## config.mk

```make
export PLATFORM = sky130hd
export DESIGN_NAME = mie_core
export DESIGN_NICKNAME = d
export VERILOG_FILES = /design/src/mie_pkg.sv /design/src/mie_core.sv
export SDC_FILE = /design/constraint.sdc
export NUM_CORES = 1
export LEC_CHECK = 0
export ABC_AREA = 1
export BUFFER_PORTS_ARGS = -buffer_cell sky130_fd_sc_hd__clkbuf_2
export CAP_MARGIN = 0
export CORE_ASPECT_RATIO = 1.2
export CORE_MARGIN = 4
export CORE_UTILIZATION = 44
export DETAILED_ROUTE_END_ITERATION = 7
export HOLD_SLACK_MARGIN = 0.12
export PLACE_DENSITY = 0.71
export SLEW_MARGIN = 40
export SYNTH_ARGS = -nofsm -noshare
export SYNTH_HDL_FRONTEND = slang
export SYNTH_SLANG_ARGS = --single-unit
```

## constraint.sdc

```tcl
create_clock -name clk_i -period 3.9 [get_ports clk_i]
set_input_delay 0.585 -clock clk_i [delete_from_list [all_inputs] [get_ports clk_i]]
set_output_delay 0.585 -clock clk_i [all_outputs]
set_load 0.02 [all_outputs]
```

## src/mie_pkg.sv

```systemverilog
package mie_pkg;
	localparam int PC_W      = 11;
	localparam int DW        = 8;
	localparam int IW        = 16;
	localparam int AXI_AW    = 8;
	localparam int STK_DEPTH = 8;
	localparam int SP_W      = 4;
	localparam int WD_W      = 8;

	// instruction word: opcode, then an 8-bit argument; a branch takes all 11 low bits
	localparam int OP_MSB  = 15;
	localparam int OP_LSB  = 11;
	localparam int ARG_MSB = 7;

	localparam logic [4:0] OP_IDLE       = 5'h00;
	localparam logic [4:0] OP_PRECLR1    = 5'h01;
	localparam logic [4:0] OP_PRECLR2    = 5'h02;
	localparam logic [4:0] OP_MEM_INVERT = 5'h03;
	localparam logic [4:0] OP_INV_ACC    = 5'h04;
	localparam logic [4:0] OP_BCD_ADJ    = 5'h05;
	localparam logic [4:0] OP_MEM_MINUS  = 5'h06;
	localparam logic [4:0] OP_MINUS_ACC  = 5'h07;
	localparam logic [4:0] OP_MEM_PLUS   = 5'h08;
	localparam logic [4:0] OP_PLUS_ACC   = 5'h09;
	localparam logic [4:0] OP_POWER_DOWN = 5'h0A;
	localparam logic [4:0] OP_BRANCH     = 5'h0B;
	localparam logic [4:0] OP_LOAD_ACC   = 5'h0C;
	localparam logic [4:0] OP_LOAD_IMM   = 5'h0D;
	localparam logic [4:0] OP_STORE_ACC  = 5'h0E;
	localparam logic [4:0] OP_UNION_ACC  = 5'h0F;
	localparam logic [4:0] OP_UNION_IMM  = 5'h10;
	localparam logic [4:0] OP_UNION_MEM  = 5'h11;
	localparam logic [4:0] OP_SUB_EXIT   = 5'h12;
	localparam logic [4:0] OP_EXIT_LIT   = 5'h13;
	localparam logic [4:0] OP_IRQ_EXIT   = 5'h14;
	localparam logic [4:0] OP_ROT_MEM    = 5'h15;
	localparam logic [4:0] OP_ROT_ACC    = 5'h16;

	localparam logic [1:0] PH_FETCH  = 2'h0;
	localparam logic [1:0] PH_DECODE = 2'h1;
	localparam logic [1:0] PH_EXEC   = 2'h2;
	localparam logic [1:0] PH_LAST   = 2'h3;
	localparam logic [1:0] PH_ONE    = 2'h1;

	localparam logic [DW-1:0]   PCL_ADDR  = 8'h06;
	localparam logic [DW-1:0]   BYTE_ONE  = 8'h01;
	localparam logic [DW-1:0]   BYTE_ZERO = 8'h00;
	localparam logic [PC_W-1:0] PC_STEP   = 11'h001;
	localparam logic [4:0]      BCD_LIMIT = 5'h09;
	localparam logic [4:0]      BCD_STEP  = 5'h06;
	localparam logic [WD_W-1:0] WD_ONE    = 8'h01;
	localparam logic [WD_W-1:0] WD_MAX    = 8'hFF;
	localparam logic [WD_W-1:0] WD_CLEAR  = 8'h00;
	localparam logic [SP_W-1:0] SP_ONE    = 4'h1;
	localparam logic [SP_W-1:0] SP_FULL   = 4'h8;
	localparam logic [2:0]      IDX_ONE   = 3'h1;

	localparam logic [AXI_AW-1:0] REG_CTRL  = 8'h00;
	localparam logic [AXI_AW-1:0] REG_PC    = 8'h04;
	localparam logic [AXI_AW-1:0] REG_ACC   = 8'h08;
	localparam logic [AXI_AW-1:0] REG_FLAGS = 8'h0C;
	localparam logic [AXI_AW-1:0] REG_STACK = 8'h10;
	localparam logic [AXI_AW-1:0] REG_WDT   = 8'h14;
	localparam int CTRL_RUN = 0;
	localparam int FB_ZERO  = 0;
	localparam int FB_CARRY = 1;
	localparam int FB_HC    = 2;
	localparam int FB_PDF   = 3;
	localparam int FB_TMO   = 4;
	localparam int FB_EMI   = 5;
	localparam int FB_HALT  = 6;
	localparam int FB_PRE1  = 7;
	localparam int FB_PRE2  = 8;
	localparam logic [1:0] RESP_OKAY   = 2'h0;
	localparam logic [1:0] RESP_SLVERR = 2'h2;

	typedef enum logic [3:0] {
		ST_IDLE  = 4'h1,
		ST_RUN   = 4'h2,
		ST_EXTRA = 4'h4,
		ST_HALT  = 4'h8
	} mie_state_t;

	typedef struct packed {
		logic [DW-1:0] addr;
		logic [DW-1:0] wdata;
		logic          we;
	} mie_dmem_req_t;

	typedef struct packed {
		logic global_irq_enable;
		logic watchdog_timeout_flag;
		logic power_down_flag;
		logic half_carry_flag;
		logic carry;
		logic zero;
	} mie_flags_t;
endpackage

```

## src/mie_core.sv

```systemverilog
`timescale 1ns/10ps
// Function
// - both preclear halves run: clear watchdog, timeout and power-down flags
// - one preclear half alone: remember it, leave watchdog and flags alone
// - memory invert: complement byte back to memory, zero flag only
// - invert to accumulator: complement into accumulator, memory kept, zero only
// - bcd adjust low nibble: add 6 if above 9 or half carry set
// - bcd adjust high nibble plus digit carry: add 6 and set carry if above 9 or carry set, store
// - minus one to memory or accumulator, zero flag only
// - plus one to memory or accumulator, zero flag only
// - power down: stop execution, stop clock, keep storage, pc plus one
// - power down: clear watchdog and prescaler, power-down set, timeout clear
// - direct branch loads pc from instruction, flags kept
// - copies between immediate, memory and accumulator leave flags alone
// - idle instruction only advances pc by one
// - union: or accumulator with byte or immediate, zero flag only
// - subroutine exit pops pc, two instruction cycles, flags kept
// - exit with literal pops pc and loads immediate into accumulator
// - interrupt exit pops pc and sets global interrupt enable
// - rotate left, bit 7 into bit 0, to memory or accumulator
// - any load of pc low byte costs one extra four-clock cycle
module mie_core (
	input  wire logic                       clk_i,
	input  wire logic                       rst_n_i,
	output      logic [mie_pkg::PC_W-1:0]   prog_addr_o,
	input  wire logic [mie_pkg::IW-1:0]     prog_data_i,
	output      mie_pkg::mie_dmem_req_t     dmem_req_o,
	input  wire logic [mie_pkg::DW-1:0]     dmem_rdata_i,
	output      logic                       halted_o,
	input  wire logic [mie_pkg::AXI_AW-1:0] s_axi_awaddr_i,
	input  wire logic                       s_axi_awvalid_i,
	output      logic                       s_axi_awready_o,
	input  wire logic [31:0]                s_axi_wdata_i,
	input  wire logic [3:0]                 s_axi_wstrb_i,
	input  wire logic                       s_axi_wvalid_i,
	output      logic                       s_axi_wready_o,
	output      logic [1:0]                 s_axi_bresp_o,
	output      logic                       s_axi_bvalid_o,
	input  wire logic                       s_axi_bready_i,
	input  wire logic [mie_pkg::AXI_AW-1:0] s_axi_araddr_i,
	input  wire logic                       s_axi_arvalid_i,
	output      logic                       s_axi_arready_o,
	output      logic [31:0]                s_axi_rdata_o,
	output      logic [1:0]                 s_axi_rresp_o,
	output      logic                       s_axi_rvalid_o,
	input  wire logic                       s_axi_rready_i
);
	import mie_pkg::*;

	mie_state_t        state_reg;
	logic [1:0]        phase_reg;
	logic              long_reg;
	logic [PC_W-1:0]   pc_reg;
	logic [IW-1:0]     instr_reg;
	logic [DW-1:0]     acc_reg;
	mie_flags_t        flags_reg;
	logic              pre1_reg;
	logic              pre2_reg;
	logic [WD_W-1:0]   presc_reg;
	logic [WD_W-1:0]   wdt_reg;
	logic [PC_W-1:0]   stk_mem [STK_DEPTH];
	logic [SP_W-1:0]   sp_reg;
	logic [AXI_AW-1:0] aw_addr_reg;
	logic [31:0]       w_data_reg;
	logic              w_lane0_reg;

	logic [4:0]      op_w;
	logic [DW-1:0]   m_w;
	logic [DW-1:0]   opr_w;
	logic            exec_w;
	logic            running_w;
	logic            pair_clear_w;
	logic            wd_tick_w;
	logic [PC_W-1:0] stk_top_w;
	logic [DW-1:0]   res_w;
	logic            mem_wr_w;
	logic            acc_wr_w;
	logic            zero_upd_w;
	logic            pop_w;
	logic            emi_set_w;
	logic            pc_long_w;
	logic [PC_W-1:0] pc_next;
	logic [4:0]      bcd_lo_w;
	logic [4:0]      bcd_hi_w;
	logic            digit_carry_w;
	logic            bcd_carry_w;
	logic            wr_fire_w;
	logic            sw_wr_w;
	logic            sw_ctrl_wr;
	logic            sw_pc_wr;
	logic            sw_acc_wr;
	logic            sw_flags_wr;
	logic            sw_stack_wr;
	logic            wr_hit_w;
	logic [31:0]     status_w;
	logic [31:0]     rd_data_w;
	logic            rd_hit_w;

	assign op_w      = instr_reg[OP_MSB:OP_LSB];
	assign m_w       = instr_reg[ARG_MSB:0];
	assign exec_w    = (state_reg == ST_RUN) && (phase_reg == PH_EXEC);
	assign running_w = (state_reg == ST_RUN) || (state_reg == ST_EXTRA);
	// the low pc byte reads through the data space like any byte
	assign opr_w     = (m_w == PCL_ADDR) ? pc_reg[DW-1:0] : dmem_rdata_i;
	assign stk_top_w = stk_mem[sp_reg[2:0] - IDX_ONE];

	// bcd adjust datapath
	always_comb
	begin
		bcd_lo_w      = {1'b0, acc_reg[3:0]};
		digit_carry_w = 1'b0;
		// digit carry is the inverted half carry, not the adder's carry out
		if ((bcd_lo_w > BCD_LIMIT) || flags_reg.half_carry_flag)
		begin
			bcd_lo_w      = bcd_lo_w + BCD_STEP;
			digit_carry_w = !flags_reg.half_carry_flag;
		end
		bcd_hi_w      = {1'b0, acc_reg[7:4]} + {4'h0, digit_carry_w};
		bcd_carry_w   = flags_reg.carry;
		if ((bcd_hi_w > BCD_LIMIT) || flags_reg.carry)
		begin
			bcd_hi_w    = bcd_hi_w + BCD_STEP;
			bcd_carry_w = 1'b1;
		end
	end

	always_comb
	begin
		res_w      = opr_w;
		mem_wr_w   = 1'b0;
		acc_wr_w   = 1'b0;
		zero_upd_w = 1'b0;
		pop_w      = 1'b0;
		emi_set_w  = 1'b0;
		pc_long_w  = 1'b0;
		pc_next    = pc_reg + PC_STEP;
		case (op_w)
			OP_MEM_INVERT: begin res_w = ~opr_w; mem_wr_w = 1'b1; zero_upd_w = 1'b1; end
			OP_INV_ACC:    begin res_w = ~opr_w; acc_wr_w = 1'b1; zero_upd_w = 1'b1; end
			OP_BCD_ADJ:    begin res_w = {bcd_hi_w[3:0], bcd_lo_w[3:0]}; mem_wr_w = 1'b1; end
			OP_MEM_MINUS:  begin res_w = opr_w - BYTE_ONE; mem_wr_w = 1'b1; zero_upd_w = 1'b1; end
			OP_MINUS_ACC:  begin res_w = opr_w - BYTE_ONE; acc_wr_w = 1'b1; zero_upd_w = 1'b1; end
			OP_MEM_PLUS:   begin res_w = opr_w + BYTE_ONE; mem_wr_w = 1'b1; zero_upd_w = 1'b1; end
			OP_PLUS_ACC:   begin res_w = opr_w + BYTE_ONE; acc_wr_w = 1'b1; zero_upd_w = 1'b1; end
			OP_BRANCH:     begin pc_next = instr_reg[PC_W-1:0]; pc_long_w = 1'b1; end
			OP_LOAD_ACC:   acc_wr_w = 1'b1;
			OP_LOAD_IMM:   begin res_w = m_w; acc_wr_w = 1'b1; end
			OP_STORE_ACC:  begin res_w = acc_reg; mem_wr_w = 1'b1; end
			OP_UNION_ACC:  begin res_w = acc_reg | opr_w; acc_wr_w = 1'b1; zero_upd_w = 1'b1; end
			OP_UNION_IMM:  begin res_w = acc_reg | m_w; acc_wr_w = 1'b1; zero_upd_w = 1'b1; end
			OP_UNION_MEM:  begin res_w = acc_reg | opr_w; mem_wr_w = 1'b1; zero_upd_w = 1'b1; end
			OP_SUB_EXIT:   begin pc_next = stk_top_w; pop_w = 1'b1; pc_long_w = 1'b1; end
			OP_EXIT_LIT:
			begin
				pc_next   = stk_top_w;
				pop_w     = 1'b1;
				pc_long_w = 1'b1;
				res_w     = m_w;
				acc_wr_w  = 1'b1;
			end
			OP_IRQ_EXIT:
			begin
				pc_next   = stk_top_w;
				pop_w     = 1'b1;
				pc_long_w = 1'b1;
				emi_set_w = 1'b1;
			end
			OP_ROT_MEM:    begin res_w = {opr_w[6:0], opr_w[7]}; mem_wr_w = 1'b1; end
			OP_ROT_ACC:    begin res_w = {opr_w[6:0], opr_w[7]}; acc_wr_w = 1'b1; end
			default:       ;
		endcase
		// a store to the pc low byte goes to the pc, not to the ram
		if (mem_wr_w && (m_w == PCL_ADDR))
		begin
			pc_next   = {pc_reg[PC_W-1:DW], res_w};
			pc_long_w = 1'b1;
		end
	end

	// sequencing: four clocks per instruction cycle
	always_ff @(posedge clk_i)
	begin
		if (!rst_n_i)
		begin
			state_reg <= ST_IDLE;
			phase_reg <= PH_FETCH;
			long_reg  <= 1'b0;
		end
		else if (sw_ctrl_wr && !w_data_reg[CTRL_RUN])
			state_reg <= ST_IDLE;
		else if (sw_ctrl_wr && !running_w)
		begin
			state_reg <= ST_RUN;
			phase_reg <= PH_FETCH;
		end
		else
		begin
			case (state_reg)
				ST_RUN:
				begin
					phase_reg <= phase_reg + PH_ONE;
					if (exec_w)
						long_reg <= pc_long_w;
					if (exec_w && (op_w == OP_POWER_DOWN))
						state_reg <= ST_HALT;
					else if ((phase_reg == PH_LAST) && long_reg)
						state_reg <= ST_EXTRA;
				end
				ST_EXTRA:
				begin
					phase_reg <= phase_reg + PH_ONE;
					long_reg  <= 1'b0;
					if (phase_reg == PH_LAST)
						state_reg <= ST_RUN;
				end
				ST_HALT:  phase_reg <= PH_FETCH;
				ST_IDLE:  phase_reg <= PH_FETCH;
				default:  state_reg <= ST_IDLE;
			endcase
		end
	end

	// halted_o doubles as the request to stop the system clock
	always_ff @(posedge clk_i)
	begin
		if (!rst_n_i)
			halted_o <= 1'b0;
		else
			halted_o <= (state_reg == ST_HALT);
	end

	// memory ports; memories answer combinationally, in the same clock the address is on the port
	always_ff @(posedge clk_i)
	begin
		if (!rst_n_i)
		begin
			prog_addr_o <= '0;
			instr_reg   <= '0;
			dmem_req_o  <= '0;
		end
		else if (state_reg == ST_RUN)
		begin
			case (phase_reg)
				PH_FETCH:  prog_addr_o <= pc_reg;
				PH_DECODE:
				begin
					instr_reg       <= prog_data_i;
					dmem_req_o.addr <= prog_data_i[ARG_MSB:0];
				end
				PH_EXEC:
				begin
					dmem_req_o.we    <= mem_wr_w && (m_w != PCL_ADDR);
					dmem_req_o.wdata <= res_w;
				end
				default:   dmem_req_o.we <= 1'b0;
			endcase
		end
		else
			dmem_req_o.we <= 1'b0;
	end

	always_ff @(posedge clk_i)
	begin
		if (!rst_n_i)
			pc_reg <= '0;
		else if (sw_pc_wr)
			pc_reg <= w_data_reg[PC_W-1:0];
		else if (exec_w)
			pc_reg <= pc_next;
	end

	always_ff @(posedge clk_i)
	begin
		if (!rst_n_i)
			acc_reg <= BYTE_ZERO;
		else if (sw_acc_wr)
			acc_reg <= w_data_reg[DW-1:0];
		else if (exec_w && acc_wr_w)
			acc_reg <= res_w;
	end

	// stack: software may preload return addresses
	always_ff @(posedge clk_i)
	begin
		if (!rst_n_i)
			sp_reg <= '0;
		else if (exec_w && pop_w && (sp_reg != '0))
			sp_reg <= sp_reg - SP_ONE;
		else if (sw_stack_wr && (sp_reg != SP_FULL))
			sp_reg <= sp_reg + SP_ONE;
	end

	always_ff @(posedge clk_i)
	begin
		if (sw_stack_wr && (sp_reg != SP_FULL) && !(exec_w && pop_w))
			stk_mem[sp_reg[2:0]] <= w_data_reg[PC_W-1:0];
	end

	// watchdog with prescaler, frozen while powered down
	assign pair_clear_w = exec_w && (((op_w == OP_PRECLR1) && pre2_reg)
		|| ((op_w == OP_PRECLR2) && pre1_reg));
	assign wd_tick_w = (state_reg != ST_HALT) && (presc_reg == WD_MAX) && (wdt_reg == WD_MAX);

	always_ff @(posedge clk_i)
	begin
		if (!rst_n_i)
		begin
			presc_reg <= WD_CLEAR;
			wdt_reg   <= WD_CLEAR;
		end
		else if (pair_clear_w || (exec_w && (op_w == OP_POWER_DOWN)))
		begin
			presc_reg <= WD_CLEAR;
			wdt_reg   <= WD_CLEAR;
		end
		else if (state_reg != ST_HALT)
		begin
			presc_reg <= presc_reg + WD_ONE;
			if (presc_reg == WD_MAX)
				wdt_reg <= wdt_reg + WD_ONE;
		end
	end

	always_ff @(posedge clk_i)
	begin
		if (!rst_n_i)
		begin
			pre1_reg <= 1'b0;
			pre2_reg <= 1'b0;
		end
		else if (pair_clear_w)
		begin
			pre1_reg <= 1'b0;
			pre2_reg <= 1'b0;
		end
		else if (exec_w && (op_w == OP_PRECLR1))
			pre1_reg <= 1'b1;
		else if (exec_w && (op_w == OP_PRECLR2))
			pre2_reg <= 1'b1;
	end

	// flags hold unless named below; a timeout beats any clear
	always_ff @(posedge clk_i)
	begin
		if (!rst_n_i)
			flags_reg <= '0;
		else
		begin
			if (exec_w)
			begin
				if (zero_upd_w)
					flags_reg.zero <= (res_w == BYTE_ZERO);
				if (op_w == OP_BCD_ADJ)
					flags_reg.carry <= bcd_carry_w;
				if (emi_set_w)
					flags_reg.global_irq_enable <= 1'b1;
				if (op_w == OP_POWER_DOWN)
				begin
					flags_reg.power_down_flag       <= 1'b1;
					flags_reg.watchdog_timeout_flag <= 1'b0;
				end
				if (pair_clear_w)
				begin
					flags_reg.power_down_flag       <= 1'b0;
					flags_reg.watchdog_timeout_flag <= 1'b0;
				end
			end
			// software wins its own bits only; power-down and timeout stay with the core
			if (sw_flags_wr)
			begin
				flags_reg.zero              <= w_data_reg[FB_ZERO];
				flags_reg.carry             <= w_data_reg[FB_CARRY];
				flags_reg.half_carry_flag   <= w_data_reg[FB_HC];
				flags_reg.global_irq_enable <= w_data_reg[FB_EMI];
			end
			if (wd_tick_w)
				flags_reg.watchdog_timeout_flag <= 1'b1;
		end
	end

	// axi4-lite write: address and data taken in any order
	assign wr_fire_w   = !s_axi_awready_o && !s_axi_wready_o && !s_axi_bvalid_o;
	assign sw_wr_w     = wr_fire_w && w_lane0_reg;
	assign sw_ctrl_wr  = sw_wr_w && (aw_addr_reg == REG_CTRL);
	assign sw_pc_wr    = sw_wr_w && (aw_addr_reg == REG_PC);
	assign sw_acc_wr   = sw_wr_w && (aw_addr_reg == REG_ACC);
	assign sw_flags_wr = sw_wr_w && (aw_addr_reg == REG_FLAGS);
	assign sw_stack_wr = sw_wr_w && (aw_addr_reg == REG_STACK);
	assign wr_hit_w    = (aw_addr_reg == REG_CTRL) || (aw_addr_reg == REG_PC)
		|| (aw_addr_reg == REG_ACC) || (aw_addr_reg == REG_FLAGS)
		|| (aw_addr_reg == REG_STACK) || (aw_addr_reg == REG_WDT);

	always_ff @(posedge clk_i)
	begin
		if (!rst_n_i)
		begin
			s_axi_awready_o <= 1'b1;
			s_axi_wready_o  <= 1'b1;
			s_axi_bvalid_o  <= 1'b0;
			s_axi_bresp_o   <= RESP_OKAY;
			aw_addr_reg     <= '0;
			w_data_reg      <= '0;
			w_lane0_reg     <= 1'b0;
		end
		else
		begin
			if (s_axi_awvalid_i && s_axi_awready_o)
			begin
				aw_addr_reg     <= s_axi_awaddr_i;
				s_axi_awready_o <= 1'b0;
			end
			if (s_axi_wvalid_i && s_axi_wready_o)
			begin
				w_data_reg     <= s_axi_wdata_i;
				w_lane0_reg    <= s_axi_wstrb_i[0];
				s_axi_wready_o <= 1'b0;
			end
			if (wr_fire_w)
			begin
				s_axi_bvalid_o <= 1'b1;
				s_axi_bresp_o  <= wr_hit_w ? RESP_OKAY : RESP_SLVERR;
			end
			if (s_axi_bvalid_o && s_axi_bready_i)
			begin
				s_axi_bvalid_o  <= 1'b0;
				s_axi_awready_o <= 1'b1;
				s_axi_wready_o  <= 1'b1;
			end
		end
	end

	always_comb
	begin
		status_w           = '0;
		status_w[FB_ZERO]  = flags_reg.zero;
		status_w[FB_CARRY] = flags_reg.carry;
		status_w[FB_HC]    = flags_reg.half_carry_flag;
		status_w[FB_PDF]   = flags_reg.power_down_flag;
		status_w[FB_TMO]   = flags_reg.watchdog_timeout_flag;
		status_w[FB_EMI]   = flags_reg.global_irq_enable;
		status_w[FB_HALT]  = (state_reg == ST_HALT);
		status_w[FB_PRE1]  = pre1_reg;
		status_w[FB_PRE2]  = pre2_reg;
		rd_hit_w           = 1'b1;
		rd_data_w          = '0;
		case (s_axi_araddr_i)
			REG_CTRL:  rd_data_w[CTRL_RUN] = running_w;
			REG_PC:    rd_data_w[PC_W-1:0] = pc_reg;
			REG_ACC:   rd_data_w[DW-1:0] = acc_reg;
			REG_FLAGS: rd_data_w = status_w;
			REG_STACK: rd_data_w[SP_W-1:0] = sp_reg;
			REG_WDT:   rd_data_w[WD_W-1:0] = wdt_reg;
			default:   rd_hit_w = 1'b0;
		endcase
	end

	always_ff @(posedge clk_i)
	begin
		if (!rst_n_i)
		begin
			s_axi_arready_o <= 1'b1;
			s_axi_rvalid_o  <= 1'b0;
			s_axi_rdata_o   <= '0;
			s_axi_rresp_o   <= RESP_OKAY;
		end
		else if (s_axi_arvalid_i && s_axi_arready_o)
		begin
			s_axi_arready_o <= 1'b0;
			s_axi_rvalid_o  <= 1'b1;
			s_axi_rdata_o   <= rd_data_w;
			s_axi_rresp_o   <= rd_hit_w ? RESP_OKAY : RESP_SLVERR;
		end
		else if (s_axi_rvalid_o && s_axi_rready_i)
		begin
			s_axi_rvalid_o  <= 1'b0;
			s_axi_arready_o <= 1'b1;
		end
	end
endmodule

```

### After elaboration in Yosys (flattened, before gate mapping)

Memories as Yosys holds them, arrays and structs flattened.
Cells that the tools add are included.

| operators by class | value |
|---|---|
| equal/unequal tests | 52 |
| add/sub/neg operators | 12 |
| multiplexer cells | 54 |
| reduce and logical (&&, ||, !) cells | 104 |
| magnitude comparators | 2 |
| bitwise gates (word level) | 8 |

Operators by type and width:

| kind | count |
|---|---|
| one-hot mux 8 bit (9 select lines) | 1 |
| == test 5 x 4 -> 1 bit (second input constant) | 8 |
| == test 5 bit (second input constant) | 7 |
| 2-to-1 mux 11 bit | 3 |
| == test 8 x 4 -> 1 bit (second input constant) | 4 |
| == test 8 x 5 -> 1 bit (second input constant) | 4 |
| logical AND 1 bit | 32 |
| 2-to-1 mux 4 bit | 7 |
| OR reduction 2 bit | 13 |
| adder 8 x 1 -> 8 bit (second input constant) | 3 |
| == test 8 x 3 -> 1 bit (second input constant) | 3 |
| zero test 8 bit | 3 |
| 2-to-1 mux 8 bit | 3 |
| AND reduction 2 bit | 12 |
| nonzero test 2 bit | 12 |
| 2-to-1 mux 1 bit | 22 |
| one-hot mux 11 bit (2 select lines) | 1 |
| == test 5 x 3 -> 1 bit (second input constant) | 4 |
| OR reduction 9 bit | 2 |
| == test 8 bit (second input constant) | 2 |
| 2-to-1 mux 2 bit | 8 |
| bitwise OR 8 bit | 2 |
| one-hot mux 4 bit (4 select lines) | 1 |
| one-hot mux 3 bit (5 select lines) | 1 |
| other kinds (43) | 74 |

| word-level totals | value |
|---|---|
| input port bits | 83 |
| memories | 1 |
| bits in writable memories | 88 |
| output and inout bits | 70 |
| flip-flop bits (word level) | 139 |

Memories:

| memory | words | bits a word | rd ports | clocked after memory_dff | write ports | line | source |
|---|---|---|---|---|---|---|---|
| stk_mem | 8 | 11 | 1 | 0 | 1 | mie_core.sv:61 | `logic [PC_W-1:0] stk_mem [STK_DEPTH];` |

### Logic depth before layout (Yosys ltp)

Gate-level depths: netlist of the first run.

| depth | value |
|---|---|
| depth after elaboration | 12 |
| gate-level depth with buffers | 21 |

### Worst setup path before layout of the first run

Ideal clock, no wire load.

| timing path | value |
|---|---|
| kind | reg-to-reg |
| start | reg sp_reg[0] |
| end | mem stk_mem[0][0] (enable) |
| setup slack | 1174 ps |
| data arrival time | 2333 ps |
| stages on the path, launching flop included | 10 |
| library setup time | 393 ps |
| cells stage by stage | dfxtp_1 > inv_1 > clkbuf_1 > buf_1 > ha_1 > nand2_1 > o2111ai_1 > nor2_1 > nand2_1 > nor3_1 |

| between the ends | value |
|---|---|
| word-level cells in the longest chain between the ends | 5 |

Ends and longest elaborated chain:

| what | line | source |
|---|---|---|
| start: declaration | mie_core.sv:62 | `logic [SP_W-1:0] sp_reg;` |
| start signal: assignment | mie_core.sv:288 | `sp_reg <= sp_reg - SP_ONE;` |
| start signal: assignment | mie_core.sv:290 | `sp_reg <= sp_reg + SP_ONE;` |
| != test 4 bit | mie_core.sv:295 | `if (sw_stack_wr && (sp_reg != SP_FULL) && !(exec_w && pop_w))` |
| logical AND 1 bit (2 in series) | mie_core.sv:295 |  |
| 2-to-1 mux 1 bit | mie_core.sv:295 |  |
| 2-to-1 mux 1 bit (implied by the code) | mie_core.sv:296 | `stk_mem[sp_reg[2:0]] <= w_data_reg[PC_W-1:0];` |
| end: declaration | mie_core.sv:61 |  |

Several ways; a longest one is shown, not always the timed one.

==> metrics.md, run 1 <==
| Metric | Value |
|---|---|
| Comb pwr share | `0.075` |
| Port bufs | `approximately 110` |
| Vias | `a little over 10000` |
| Rows | `63` |
| Critical path peak fanout | `12` |
| Final WL | `approximately 33000 µm` |
| Share of the synthesized area in the top cell type | `0.237` |
| Crit-path cells | `inv_1, nand2_1, nor2_4, nand2_2, nand2_1, nand2_1, fa_1, nand3b_1, nand2_1, nand2_1, nand3_1, nand2_1, nor2_1, nand3_2, nor2_1, nand2_1, nor2_1, nand4_1, a21oi_1` |
| Worst-path clk slew | `~70 ps` |
| Initial core utilization | `0.450` |
| Met2 GRT Util | `0.404` |
| Pleak | `~5.2 nW` |
| Run status | `complete, no violations` |
| Crit path time final | `roughly 3200 ps` |
| Worst-margin pin slew | `808 ps` |
| Worst Reg-to-Reg Cells | `19` |
| Ys async rst share | `0` |
| Total CTS buffers | `23` |
| Final core occ | `0.507` |
| Top_reg_cell synth | `dfxtp_1` |
| Congestion Overflow GR | `0` |
| Total negative slack | `0 ps` |
| M3 GR Usage | `0.0247` |
| Part of the Yosys area used for sequential elements | `0.468` |
| Int Pwr | `between 3 and 4 mW` |
| Skew final | `14.9 ps` |
| First-pass GRT wire length | `51200 µm` |
| RSZ-0062 raised after global routing | `no` |
| Resized Gates After CTS | `0` |
| Crit Path Category | `register to register` |
| Worst r2r src | `dmem_req_o[12]$_SDFFE_PN0P_` |
| Count leader, synth | `nand2_1` |
| Sequential share of power | `0.502` |
| Fin worst setup slack | `about 710 ps` |
| # clock sinks | `between 200 and 250` |
| Largest stage delay on the critical path | `between 400 and 500 ps` |
| Setup WS pre-CTS | `slightly below 800 ps` |
| Met1 usage | `0.273` |
| DR WL/cell | `17.9 µm` |
| Psw | `~1.2 mW` |
| Root Driver | `clkbuf_16` |
| Crit path capture type | `register` |
| Drt pass-1 iters | `5` |
| # Post-CTS Setup Buffers | `0` |
| Pwr Total | `4.92 mW` |
| Fillers | `roughly 2400` |
| Hold path depth | `3` |
| PwrDens | `391 mW/mm²` |
| Worst EP required | `between 4000 and 5000 ps` |
| Slowest CP cell | `fa_1` |
| Initial drt markers | `around 770` |
| Worst-Skew Late Latency | `roughly 530 ps` |
| Synth-to-Final Area Change | `12.7%` |
| Flop and latch count out of synthesis | `about 220` |
| Hold_buf cts | `0` |
| Synthesized area | `0.0112 mm²` |
| Synth warn | `0` |
| HP Class | `primary input to register` |
| I/O Pins | `153` |
| Core area | `approximately 0.025 mm²` |
| Max VDD drop | `slightly below 0.0003 V` |
| # nets final | `between 1500 and 2000` |
| Share of cells above drive strength 1 | `0.137` |
| Endpoints failing hold | `0` |
| Internal reg-to-reg setup slack | `~700 ps` |
| Fin. max-slew vios | `0` |
| Number of max-cap violations | `0` |
| H-tree depth | `1` |
| Largest net degree at the start of global routing | `49` |
| R2R Path End | `flags_reg[0]$_SDFFE_PN0P_` |
| Most common cell on crit path | `nand2_1` |
| Worst Setup Start Kind | `register` |
| Die area | `approximately 0.028 mm²` |
| Worst rel slew slack | `0.457` |
| CTS tree | `built` |
| Mapped Cells | `around 1400` |
| Fmax | `313 MHz` |
| Cell taking the most area after synthesis | `edfxtp_1` |
| Clock share of power | `0.423` |
| Post-detailed-route DRC marker count | `0` |
| Sw Share | `0.246` |
| Die span in y | `between 150 and 200 µm` |
| Final period utilization | `0.818` |
| Post-synth EDFFs | `a little under 90` |
| Max reg flops | `~90` |
| Hold Crit Endpoint | `aw_addr_reg[6]$_SDFFE_PN0P_` |
| Syn Area/Cell | `between 7 and 8 µm²` |
| Final-report setup violation count | `0` |
| Max Buffers Root-to-Sink | `3` |
| Via density | `between 5 and 6` |
| WP data arrival | `roughly 3700 ps` |
| Grt peak-use layer | `met2` |
| Initial antenna violation count | `0` |
| Synth top area cells | `edfxtp_1 24%, dfxtp_1 23%, nand2_1 7.4%, o21ai_0 6.4%, a21oi_1 5.4%` |
| RePlAce Congestion | `~0.93` |
| Antenna fix cells | `0` |
| Worst hold margin | `between 300 and 400 ps` |
| Overall die width | `153 µm` |
| Post-synth top cells | `220 x nand2_1, 153 x nor2_1, 146 x inv_1` |
| Hold path start | `s_axi_awaddr_i[6]` |
| Final ANT Viol Nets | `0` |
| Gr usage total | `0.226` |
| Vias in the first global route | `9567` |
| Dpl hpwl | `between 20000 and 25000 µm` |
| Synth unique cells | `between 50 and 60` |
==> metrics by stage <==
stage | instance area (µm²) | std cells
6_report | 12600 | 1839
2_1_floorplan | 11300 | 1430
5_1_grt | 12600 | 1839
3_5_place_dp | 11900 | 1798
4_1_cts | 12600 | 1839
3_3_place_gp | 11900 | 1798
==> power groups by stage <==
stage	logic (mW)	registers [mW]	clock network (mW)
finish	0.368	2.47	2.08
global route	0.411	2.47	2.18
CTS	0.365	2.47	2.10
detailed placement	0.363	2.52	0
global placement	0.356	2.51	0
floorplan	0.266	2.51	0
==> per-layer routing <==
| metal | wire (µm) | part of all wire |
|---|---|---|
| met5 | 0 | 0 |
| met4 | 1620 | 0.049 |
| met3 | 1960 | 0.060 |
| met2 | 16400 | 0.50 |
| met1 | 12900 | 0.39 |
==> layout make-up <==
cell class                 instances  area [µm²]  area share
tap                              325         407      0.0323
timing repair buffer             121         646      0.0513
clock buffer                      37         669      0.0532
inverter                         158         593      0.0471
multi-input combinational        977        5020       0.398
sequential                       217        5230       0.415
clock inverter                     4        35.0     0.00278
==> how the worst max path moves through the flow <==
| stage | startpoint | to | cells past startpoint |
|---|---|---|---|
| finish | dmem_req_o[12]$_SDFFE_PN0P_ | flags_reg[0]$_SDFFE_PN0P_ | 19 |
| global placement | dmem_req_o[12]$_SDFFE_PN0P_ | flags_reg[0]$_SDFFE_PN0P_ | 19 |
| detailed placement | dmem_req_o[12]$_SDFFE_PN0P_ | flags_reg[0]$_SDFFE_PN0P_ | 18 |
| floorplan | sp_reg[0]$_SDFFE_PN0P_ | stk_mem[0][0]$_DFFE_PP_ | 9 |
| CTS | dmem_req_o[12]$_SDFFE_PN0P_ | flags_reg[0]$_SDFFE_PN0P_ | 18 |
| global route | dmem_req_o[14]$_SDFFE_PN0P_ | flags_reg[0]$_SDFFE_PN0P_ | 18 |
==> layout by cell type, fill, tap and decap left out, types with 11 or more instances in the layout <==
cell         n
nand2_1    219
nor2_1     153
inv_1      146
o21ai_0    143
dfxtp_1    129
a21oi_1    121
clkbuf_2   105
nand3_1    103
edfxtp_1    88
nor3_1      28
clkbuf_16   24
conb_1      23
ha_1        20
o22ai_1     17
buf_4       16
nand2_2     13
o221ai_1    13
clkbuf_1    11
==> worst max-delay path: cells and delay by family (launching register included) <==
family	cells	cell delay, ps
AOI/OAI and AO/OA	1	140
adders and majority gates	1	440
buffers and inverters	1	150
DFF	1	320
and+or+nand+nor	16	2090
==> cell families after synthesis <==
family	count (synthesis)	synth area share
xor gates and xnor gates	11	0.00862
other	1	0.000336
adders and majority gates	22	0.0260
DFF	217	0.468
and+or+nand+nor	567	0.228
AOI/OAI and AO/OA	354	0.178
buffers and inverters	236	0.0908
Note: power is estimated with default switching activity, not from simulation.
==> run 2: changes to the inputs <==
- clock period: 3.9 -> 3.2 ns (I/O delays scaled with it)
==> run 2 against run 1 <==
Critical path depth did not move. Worst setup slack got worse by 390 ps. Critical endpoint unchanged. Highest routed layer unchanged. Combinational power rose by 26%. Die area did not move.
==> metrics.md, run 2 (same netlist as run 1, synthesis figures left out) <==
| Metric | Value |
|---|---|
| Crit. Startpoint | `dmem_req_o[15]$_SDFFE_PN0P_ (was dmem_req_o[12]$_SDFFE_PN0P_)` |
| Crit path to | `flags_reg[0]$_SDFFE_PN0P_ (unchanged)` |
| Worst EP required | `3620 ps (was 4360 ps)` |
| Fin area | `0.0128 mm² (was 0.0126 mm²)` |
| Number of max-cap violations | `0 (unchanged)` |
| Max reg flops | `88 (unchanged)` |
| WP data arrival | `3300 ps (was 3650 ps)` |
| Fin worst setup slack | `320 ps (was 709 ps)` |
| Dpl cell area | `0.0120 mm² (was 0.0119 mm²)` |
| Pleak | `5.28 nW (was 5.16 nW)` |
| Clock share of power | `0.428 (was 0.423)` |
| Sequential share of power | `0.495 (was 0.502)` |
| Core area | `0.0248 mm² (unchanged)` |
| Worst Reg-to-Reg Cells | `19 (unchanged)` |
| Int Pwr | `4.59 mW (was 3.71 mW)` |
| Critical path's top delay family | `simple AND/OR/NAND/NOR gates (unchanged)` |
| Vias in the first global route | `9690 (was 9567)` |
| Crit-path cells | `inv_1, nand2_1, nor2_4, nand2_4, nand2_1, nand2_1, fa_1, nand3b_1, nand2_1, nand2_1, nand3_1, nand2_1, nor2_1, nand3_2, nor2_1, nand2_1, nor2_1, nand4_1, a21oi_1 (was inv_1, nand2_1, nor2_4, nand2_2, nand2_1, nand2_1, fa_1, nand3b_1, nand2_1, nand2_1, nand3_1, nand2_1, nor2_1, nand3_2, nor2_1, nand2_1, nor2_1, nand4_1, a21oi_1)` |
| Worst-Skew Late Latency | `510 ps (was 530 ps)` |
| Endpoints failing hold | `0 (unchanged)` |
| Crit path capture type | `register (unchanged)` |
| I/O Pins | `153 (unchanged)` |
| Initial antenna violation count | `0 (unchanged)` |
| Worst r2r src | `dmem_req_o[15]$_SDFFE_PN0P_ (was dmem_req_o[12]$_SDFFE_PN0P_)` |
| H-tree depth | `1 (unchanged)` |
| Comb pwr share | `0.076 (was 0.075)` |
| Die span in y | `183 µm (unchanged)` |
| Max VDD drop | `0.000455 V (was 0.000289 V)` |
| Total negative slack | `0 ps (unchanged)` |
| Congestion Overflow GR | `0 (unchanged)` |
| Dpl hpwl | `24900 µm (was 24300 µm)` |
| Setup WS pre-CTS | `240 ps (was 772 ps)` |
| Skew final | `18.3 ps (was 14.9 ps)` |
| Gr usage total | `0.228 (was 0.226)` |
| Worst hold margin | `232 ps (was 310 ps)` |
| Synth-to-Final Area Change | `14.6% (was 12.7%)` |
| Worst rel slew slack | `0.444 (was 0.457)` |
| Post-detailed-route DRC marker count | `0 (unchanged)` |
| Most common cell on crit path | `nand2_1 (unchanged)` |
| Final period utilization | `0.900 (was 0.818)` |
| Root Driver | `clkbuf_16 (unchanged)` |
| Levels on crit path | `19 (unchanged)` |
| # nets final | `1622 (was 1603)` |
| Antenna fix cells | `0 (unchanged)` |
| Total CTS buffers | `22 (was 23)` |
| RSZ-0062 raised after global routing | `no (unchanged)` |
| Via density | `5.47 (was 5.50)` |
| R2R Path End | `flags_reg[0]$_SDFFE_PN0P_ (unchanged)` |
| Largest stage delay on the critical path | `420 ps (was 440 ps)` |
| Crit path time final | `2880 ps (was 3190 ps)` |
| Run status | `complete, no violations (unchanged)` |
| Rows | `63 (unchanged)` |
| Sw Share | `0.244 (was 0.246)` |
| Most common library cell in the layout ignoring fill and taps | `nand2_1 (unchanged)` |
| Initial drt markers | `780 (was 769)` |
| Share of cells above drive strength 1 | `0.155 (was 0.137)` |
| PwrDens | `474 mW/mm² (was 391 mW/mm²)` |
| Port bufs | `105 (unchanged)` |
| Die area | `0.0280 mm² (unchanged)` |
| Worst-path clk slew | `70 ps (about the same)` |
| Vias | `10200 (was 10100)` |
| Worst-margin pin slew | `826 ps (was 808 ps)` |
| Largest net degree at the start of global routing | `55 (was 49)` |
| RePlAce Congestion | `0.938 (was 0.930)` |
| CTS tree | `built (unchanged)` |
| Final-report setup violation count | `0 (unchanged)` |
| DR WL/cell | `18.0 µm (was 17.9 µm)` |
| Most frequent cells in the layout | `217 x nand2_1, 153 x nor2_1, 146 x inv_1 (was 219 x nand2_1, 153 x nor2_1, 146 x inv_1)` |
| Fin. max-slew vios | `0 (unchanged)` |
| Fmax | `347 MHz (was 313 MHz)` |
| Drt pass-1 iters | `6 (was 5)` |
| Max Buffers Root-to-Sink | `3 (unchanged)` |
| Final WL | `33400 µm (was 32900 µm)` |
| Worst Setup Start Kind | `register (unchanged)` |
| Initial core utilization | `0.450 (unchanged)` |
| First-pass GRT wire length | `51400 µm (was 51200 µm)` |
| Internal reg-to-reg setup slack | `320 ps (was 710 ps)` |
| Critical path peak fanout | `7 (was 12)` |
| Critical path buffers and inverters | `1 (unchanged)` |
| Final ANT Viol Nets | `0 (unchanged)` |
| Overall die width | `153 µm (unchanged)` |
| Psw | `1.48 mW (was 1.21 mW)` |
| Slowest CP cell | `fa_1 (unchanged)` |
| Hold_buf cts | `0 (unchanged)` |
| Crit Path Category | `register to register (unchanged)` |
| HP Class | `primary input to register (unchanged)` |
| # clock sinks | `217 (unchanged)` |
run 2: metrics by stage:
stage | cells | utilization | total power [mW]
6_report | 1858 | 0.516 | 6.07
5_1_grt | 1858 | 0.516 | 6.29
3_5_place_dp | 1816 | 0.485 | 3.52
2_1_floorplan | 1430 | - | 3.38
4_1_cts | 1856 | 0.514 | 6.10
3_3_place_gp | 1816 | 0.485 | 3.51
run 2: how the worst min path moves through the flow:
stage          slack (ps)                          end                       start  cells after the start
4_1_cts               220  s_axi_rvalid_o$_SDFFE_PN0P_              s_axi_rready_i                      4
6_report              230  s_axi_rvalid_o$_SDFFE_PN0P_              s_axi_rready_i                      4
5_1_grt               240  aw_addr_reg[1]$_SDFFE_PN0P_           s_axi_awaddr_i[1]                      3
2_1_floorplan         420    flags_reg[3]$_SDFFE_PN0P_   flags_reg[3]$_SDFFE_PN0P_                      2
3_3_place_gp          430   instr_reg[10]$_SDFFE_PN0P_  instr_reg[10]$_SDFFE_PN0P_                      2
3_5_place_dp          440    flags_reg[3]$_SDFFE_PN0P_   flags_reg[3]$_SDFFE_PN0P_                      2
run 2: worst register-to-register path, stage by stage, from the launching register on:
cell	delay, ps
dfxtp_2	350
inv_1	90
nand2_1	100
nor2_4	210
nand2_4	120
nand2_1	130
nand2_1	110
fa_1	420
nand3b_1	200
nand2_1	80
nand2_1	60
nand3_1	100
nand2_1	60
nor2_1	110
nand3_2	170
nor2_1	130
nand2_1	60
nor2_1	90
nand4_1	80
a21oi_1	140
run 2: power groups by stage:
stage	Combinational (mW)	Sequential [mW]	Clock (mW)
global placement	0.446	3.06	0
floorplan	0.324	3.05	0
detailed placement	0.455	3.07	0
global route	0.516	3.01	2.76
finish	0.464	3.01	2.60
CTS	0.458	3.00	2.64
run 2: area by class of cell:
| class | count | area (µm²) |
|---|---|---|
| Clock buffer | 26 | 629 |
| Fill cell | 2359 | 12000 |
| Sequential cell | 217 | 5230 |
| Clock inverter | 14 | 111 |
| Tap cell | 325 | 407 |
| Timing Repair Buffer | 141 | 808 |
| Multi-Input combinational cell | 977 | 5030 |
| Inverter | 158 | 593 |
run 2: routing by layer:
| layer | wire length [µm] | track usage | up-vias | part of all wire |
|---|---|---|---|---|
| met2 | 16300 | 0.399 | 359 | 0.49 |
| met1 | 13200 | 0.273 | 4736 | 0.39 |
| met3 | 1870 | 0.0296 | 107 | 0.056 |
| met5 | 0 | 0 | - | 0 |
| met4 | 2040 | 0.124 | 0 | 0.061 |
| li1 | - | - | 4968 | - |
run 2: what timing repair did:
action                                  4_1_cts  5_1_grt
setup buffers                                 0        2
gates resized for setup                       0        4
endpoints found under the setup margin        0        4
endpoints found under the hold margin         0        0
==> run 3: changes to the inputs <==
- CAP_MARGIN: 0 -> unset
- PLACE_DENSITY: 0.71 -> 0.73
- clock period: 3.2 -> 2.4 ns (I/O delays scaled with it)
==> run 3 against run 2 <==
The flow now finishes with violations (negative setup slack). Design area is 7.7% higher. Combinational power increased by 49%. Register-to-register slack got worse by 370 ps. Sequential power up 34%. Die area unchanged. Worst setup slack lost 370 ps. Total power rose by 34%. Global-route usage grew 0.65 points. Fmax up 17%. Sequential share of layout area decreased by 2.9 points. Final cell count up 4.8%.
==> metrics.md, run 3 (same netlist as run 1, synthesis figures left out) <==
| Metric | Value |
|---|---|
| # nets final | `1712 (was 1622)` |
| Number of max-cap violations | `0 (unchanged)` |
| CTS tree | `built (unchanged)` |
| Port bufs | `105 (unchanged)` |
| Worst rel slew slack | `0.567 (was 0.444)` |
| Initial drt markers | `876 (was 780)` |
| Worst hold margin | `129 ps (was 232 ps)` |
| Failing checks | `negative setup slack` |
| Initial antenna violation count | `0 (unchanged)` |
| Final ANT Viol Nets | `0 (unchanged)` |
| Endpoints failing hold | `0 (unchanged)` |
| PwrDens | `589 mW/mm² (was 474 mW/mm²)` |
| WP data arrival | `2850 ps (was 3300 ps)` |
| Gr usage total | `0.235 (was 0.228)` |
| Psw | `1.94 mW (was 1.48 mW)` |
| Synth-to-Final Area Change | `23.4% (was 14.6%)` |
| Crit Path Category | `register to register (unchanged)` |
| Initial core utilization | `0.450 (unchanged)` |
| RePlAce Congestion | `0.989 (was 0.938)` |
| Worst EP required | `2790 ps (was 3620 ps)` |
| Fin cells | `1947 (was 1858)` |
| Fin worst setup slack | `-54.4 ps (was 320 ps)` |
| Max reg flops | `88 (unchanged)` |
| Root Driver | `clkbuf_16 (unchanged)` |
| First-pass GRT wire length | `53300 µm (was 51400 µm)` |
| Internal reg-to-reg setup slack | `-50 ps (was 320 ps)` |
| Fmax | `407 MHz (was 347 MHz)` |
| Max VDD drop | `0.000501 V (was 0.000455 V)` |
| Antenna fix cells | `0 (unchanged)` |
| Int Pwr | `6.17 mW (was 4.59 mW)` |
| RSZ-0062 raised after global routing | `yes (was no)` |
| Pwr Total | `8.12 mW (was 6.07 mW)` |
| Clock share of power | `0.420 (was 0.428)` |
| Vias in the first global route | `10300 (was 9690)` |
| Worst-margin pin slew | `648 ps (was 826 ps)` |
| Via density | `5.47 (about the same)` |
| Die span in y | `183 µm (unchanged)` |
| HP Class | `primary input to register (unchanged)` |
| Worst-path clk slew | `60 ps (was 70 ps)` |
| Run status | `finished with violations (was complete, no violations)` |
| Slowest CP cell | `dfxtp_2 (was fa_1)` |
| Critical path peak fanout | `5 (was 7)` |
| Total negative slack | `-183 ps (was 0 ps)` |
| Crit path time final | `2450 ps (was 2880 ps)` |
| Largest stage delay on the critical path | `320 ps (was 420 ps)` |
| Drt pass-1 iters | `5 (was 6)` |
| Worst-Skew Late Latency | `500 ps (was 510 ps)` |
| Die area | `0.0280 mm² (unchanged)` |
| Congestion Overflow GR | `0 (unchanged)` |
| Share of cells above drive strength 1 | `0.239 (was 0.155)` |
| Final period utilization | `1.02 (was 0.900)` |
| I/O Pins | `153 (unchanged)` |
| Most frequent cells in the layout | `200 x nand2_1, 148 x nor2_1, 142 x o21ai_0 (was 217 x nand2_1, 153 x nor2_1, 146 x inv_1)` |
| Fin area | `0.0138 mm² (was 0.0128 mm²)` |
| Vias | `10700 (was 10200)` |
| Final WL | `34200 µm (was 33400 µm)` |
| DR WL/cell | `17.6 µm (was 18.0 µm)` |
| Sw Share | `0.240 (was 0.244)` |
| H-tree depth | `1 (unchanged)` |
| Setup WS pre-CTS | `-171 ps (was 240 ps)` |
| Core area | `0.0248 mm² (unchanged)` |
| Total CTS buffers | `22 (unchanged)` |
| Max Buffers Root-to-Sink | `3 (unchanged)` |
| Dpl cell area | `0.0127 mm² (was 0.0120 mm²)` |
| Skew final | `10.7 ps (was 18.3 ps)` |
| Post-detailed-route DRC marker count | `0 (unchanged)` |
| Comb pwr share | `0.085 (was 0.076)` |
| Worst Setup Start Kind | `register (unchanged)` |
| Dpl hpwl | `25800 µm (was 24900 µm)` |
| Crit-path cells | `inv_2, nand2_2, nor2_4, nand2_4, buf_4, nand2_4, nand2_2, ha_4, nand3b_1, nand2_1, nand2_2, nand2_1, a21oi_2, or2_4, nand3_2, nand3_4, nand2_4, nor2_1, o21a_1 (was inv_1, nand2_1, nor2_4, nand2_4, nand2_1, nand2_1, fa_1, nand3b_1, nand2_1, nand2_1, nand3_1, nand2_1, nor2_1, nand3_2, nor2_1, nand2_1, nor2_1, nand4_1, a21oi_1)` |
| Largest net degree at the start of global routing | `58 (was 55)` |
| Final core occ | `0.555 (was 0.516)` |
| Overall die width | `153 µm (unchanged)` |
| # clock sinks | `217 (unchanged)` |
| Fin. max-slew vios | `0 (unchanged)` |
| Pleak | `5.73 nW (was 5.28 nW)` |
| Crit path capture type | `register (unchanged)` |
| Final-report setup violation count | `5 (was 0)` |
| Sequential share of power | `0.495 (about the same)` |
| Most common library cell in the layout ignoring fill and taps | `nand2_1 (unchanged)` |
| DP Cell Count | `1898 (was 1816)` |
| Rows | `63 (unchanged)` |
==> run 3: worst paths after layout <==
check,end,start,depth (start not counted)
setup / recovery,acc_reg[6]$_SDFFE_PN0P_,instr_reg[7]$_SDFFE_PN0P_,19
hold / removal,aw_addr_reg[1]$_SDFFE_PN0P_,s_axi_awaddr_i[1],3
setup reg to reg,acc_reg[6]$_SDFFE_PN0P_,instr_reg[7]$_SDFFE_PN0P_,19
hold reg to reg,flags_reg[3]$_SDFFE_PN0P_,flags_reg[3]$_SDFFE_PN0P_,2
==> run 3: metal layers <==
metal	global-route usage	vias to the layer above	part of all wire
met2	0.423	415	0.50
met3	0.0282	132	0.059
met5	0	-	0
met1	0.271	4964	0.38
li1	-	5147	-
met4	0.127	0	0.061
==> run 3: cell type report <==
class                      instances  area, µm²
sequential                       217       5230
clock buffer                      30        612
timing repair buffer             231       1510
tap                              325        407
inverter                         158        593
fill                            2231      11000
multi-input combinational        977       5330
clock inverter                     9       98.8
==> run 3: worst max-delay path, delay by kind of cell, from the launching register on <==
family,cells,cell delay [ps]
AO/OA/AOI/OAI,2,220
adder cells (fa/ha/maj),1,300
buffers and inverters,2,220
flip-flops,1,320
AND/OR/NAND/NOR,14,1280
==> run 3: timing repair <==
action | CTS | global route
gates resized for setup | 25 | 44
endpoints found under the hold margin | 4 | 0
gates cloned | 0 | 0
setup buffers | 2 | 4
endpoints found under the setup margin | 15 | 54
pin swaps | 11 | 12
hold buffers | 4 | 0
==> run 3: power by group through the flow <==
stage	Sequential [mW]	Clock [mW]	Combinational, mW
after floorplan	4.07	0	0.436
after global placement	4.08	0	0.629
after detailed placement	4.09	0	0.646
after CTS	4.01	3.45	0.669
after global routing	4.02	3.60	0.769
final	4.02	3.41	0.691
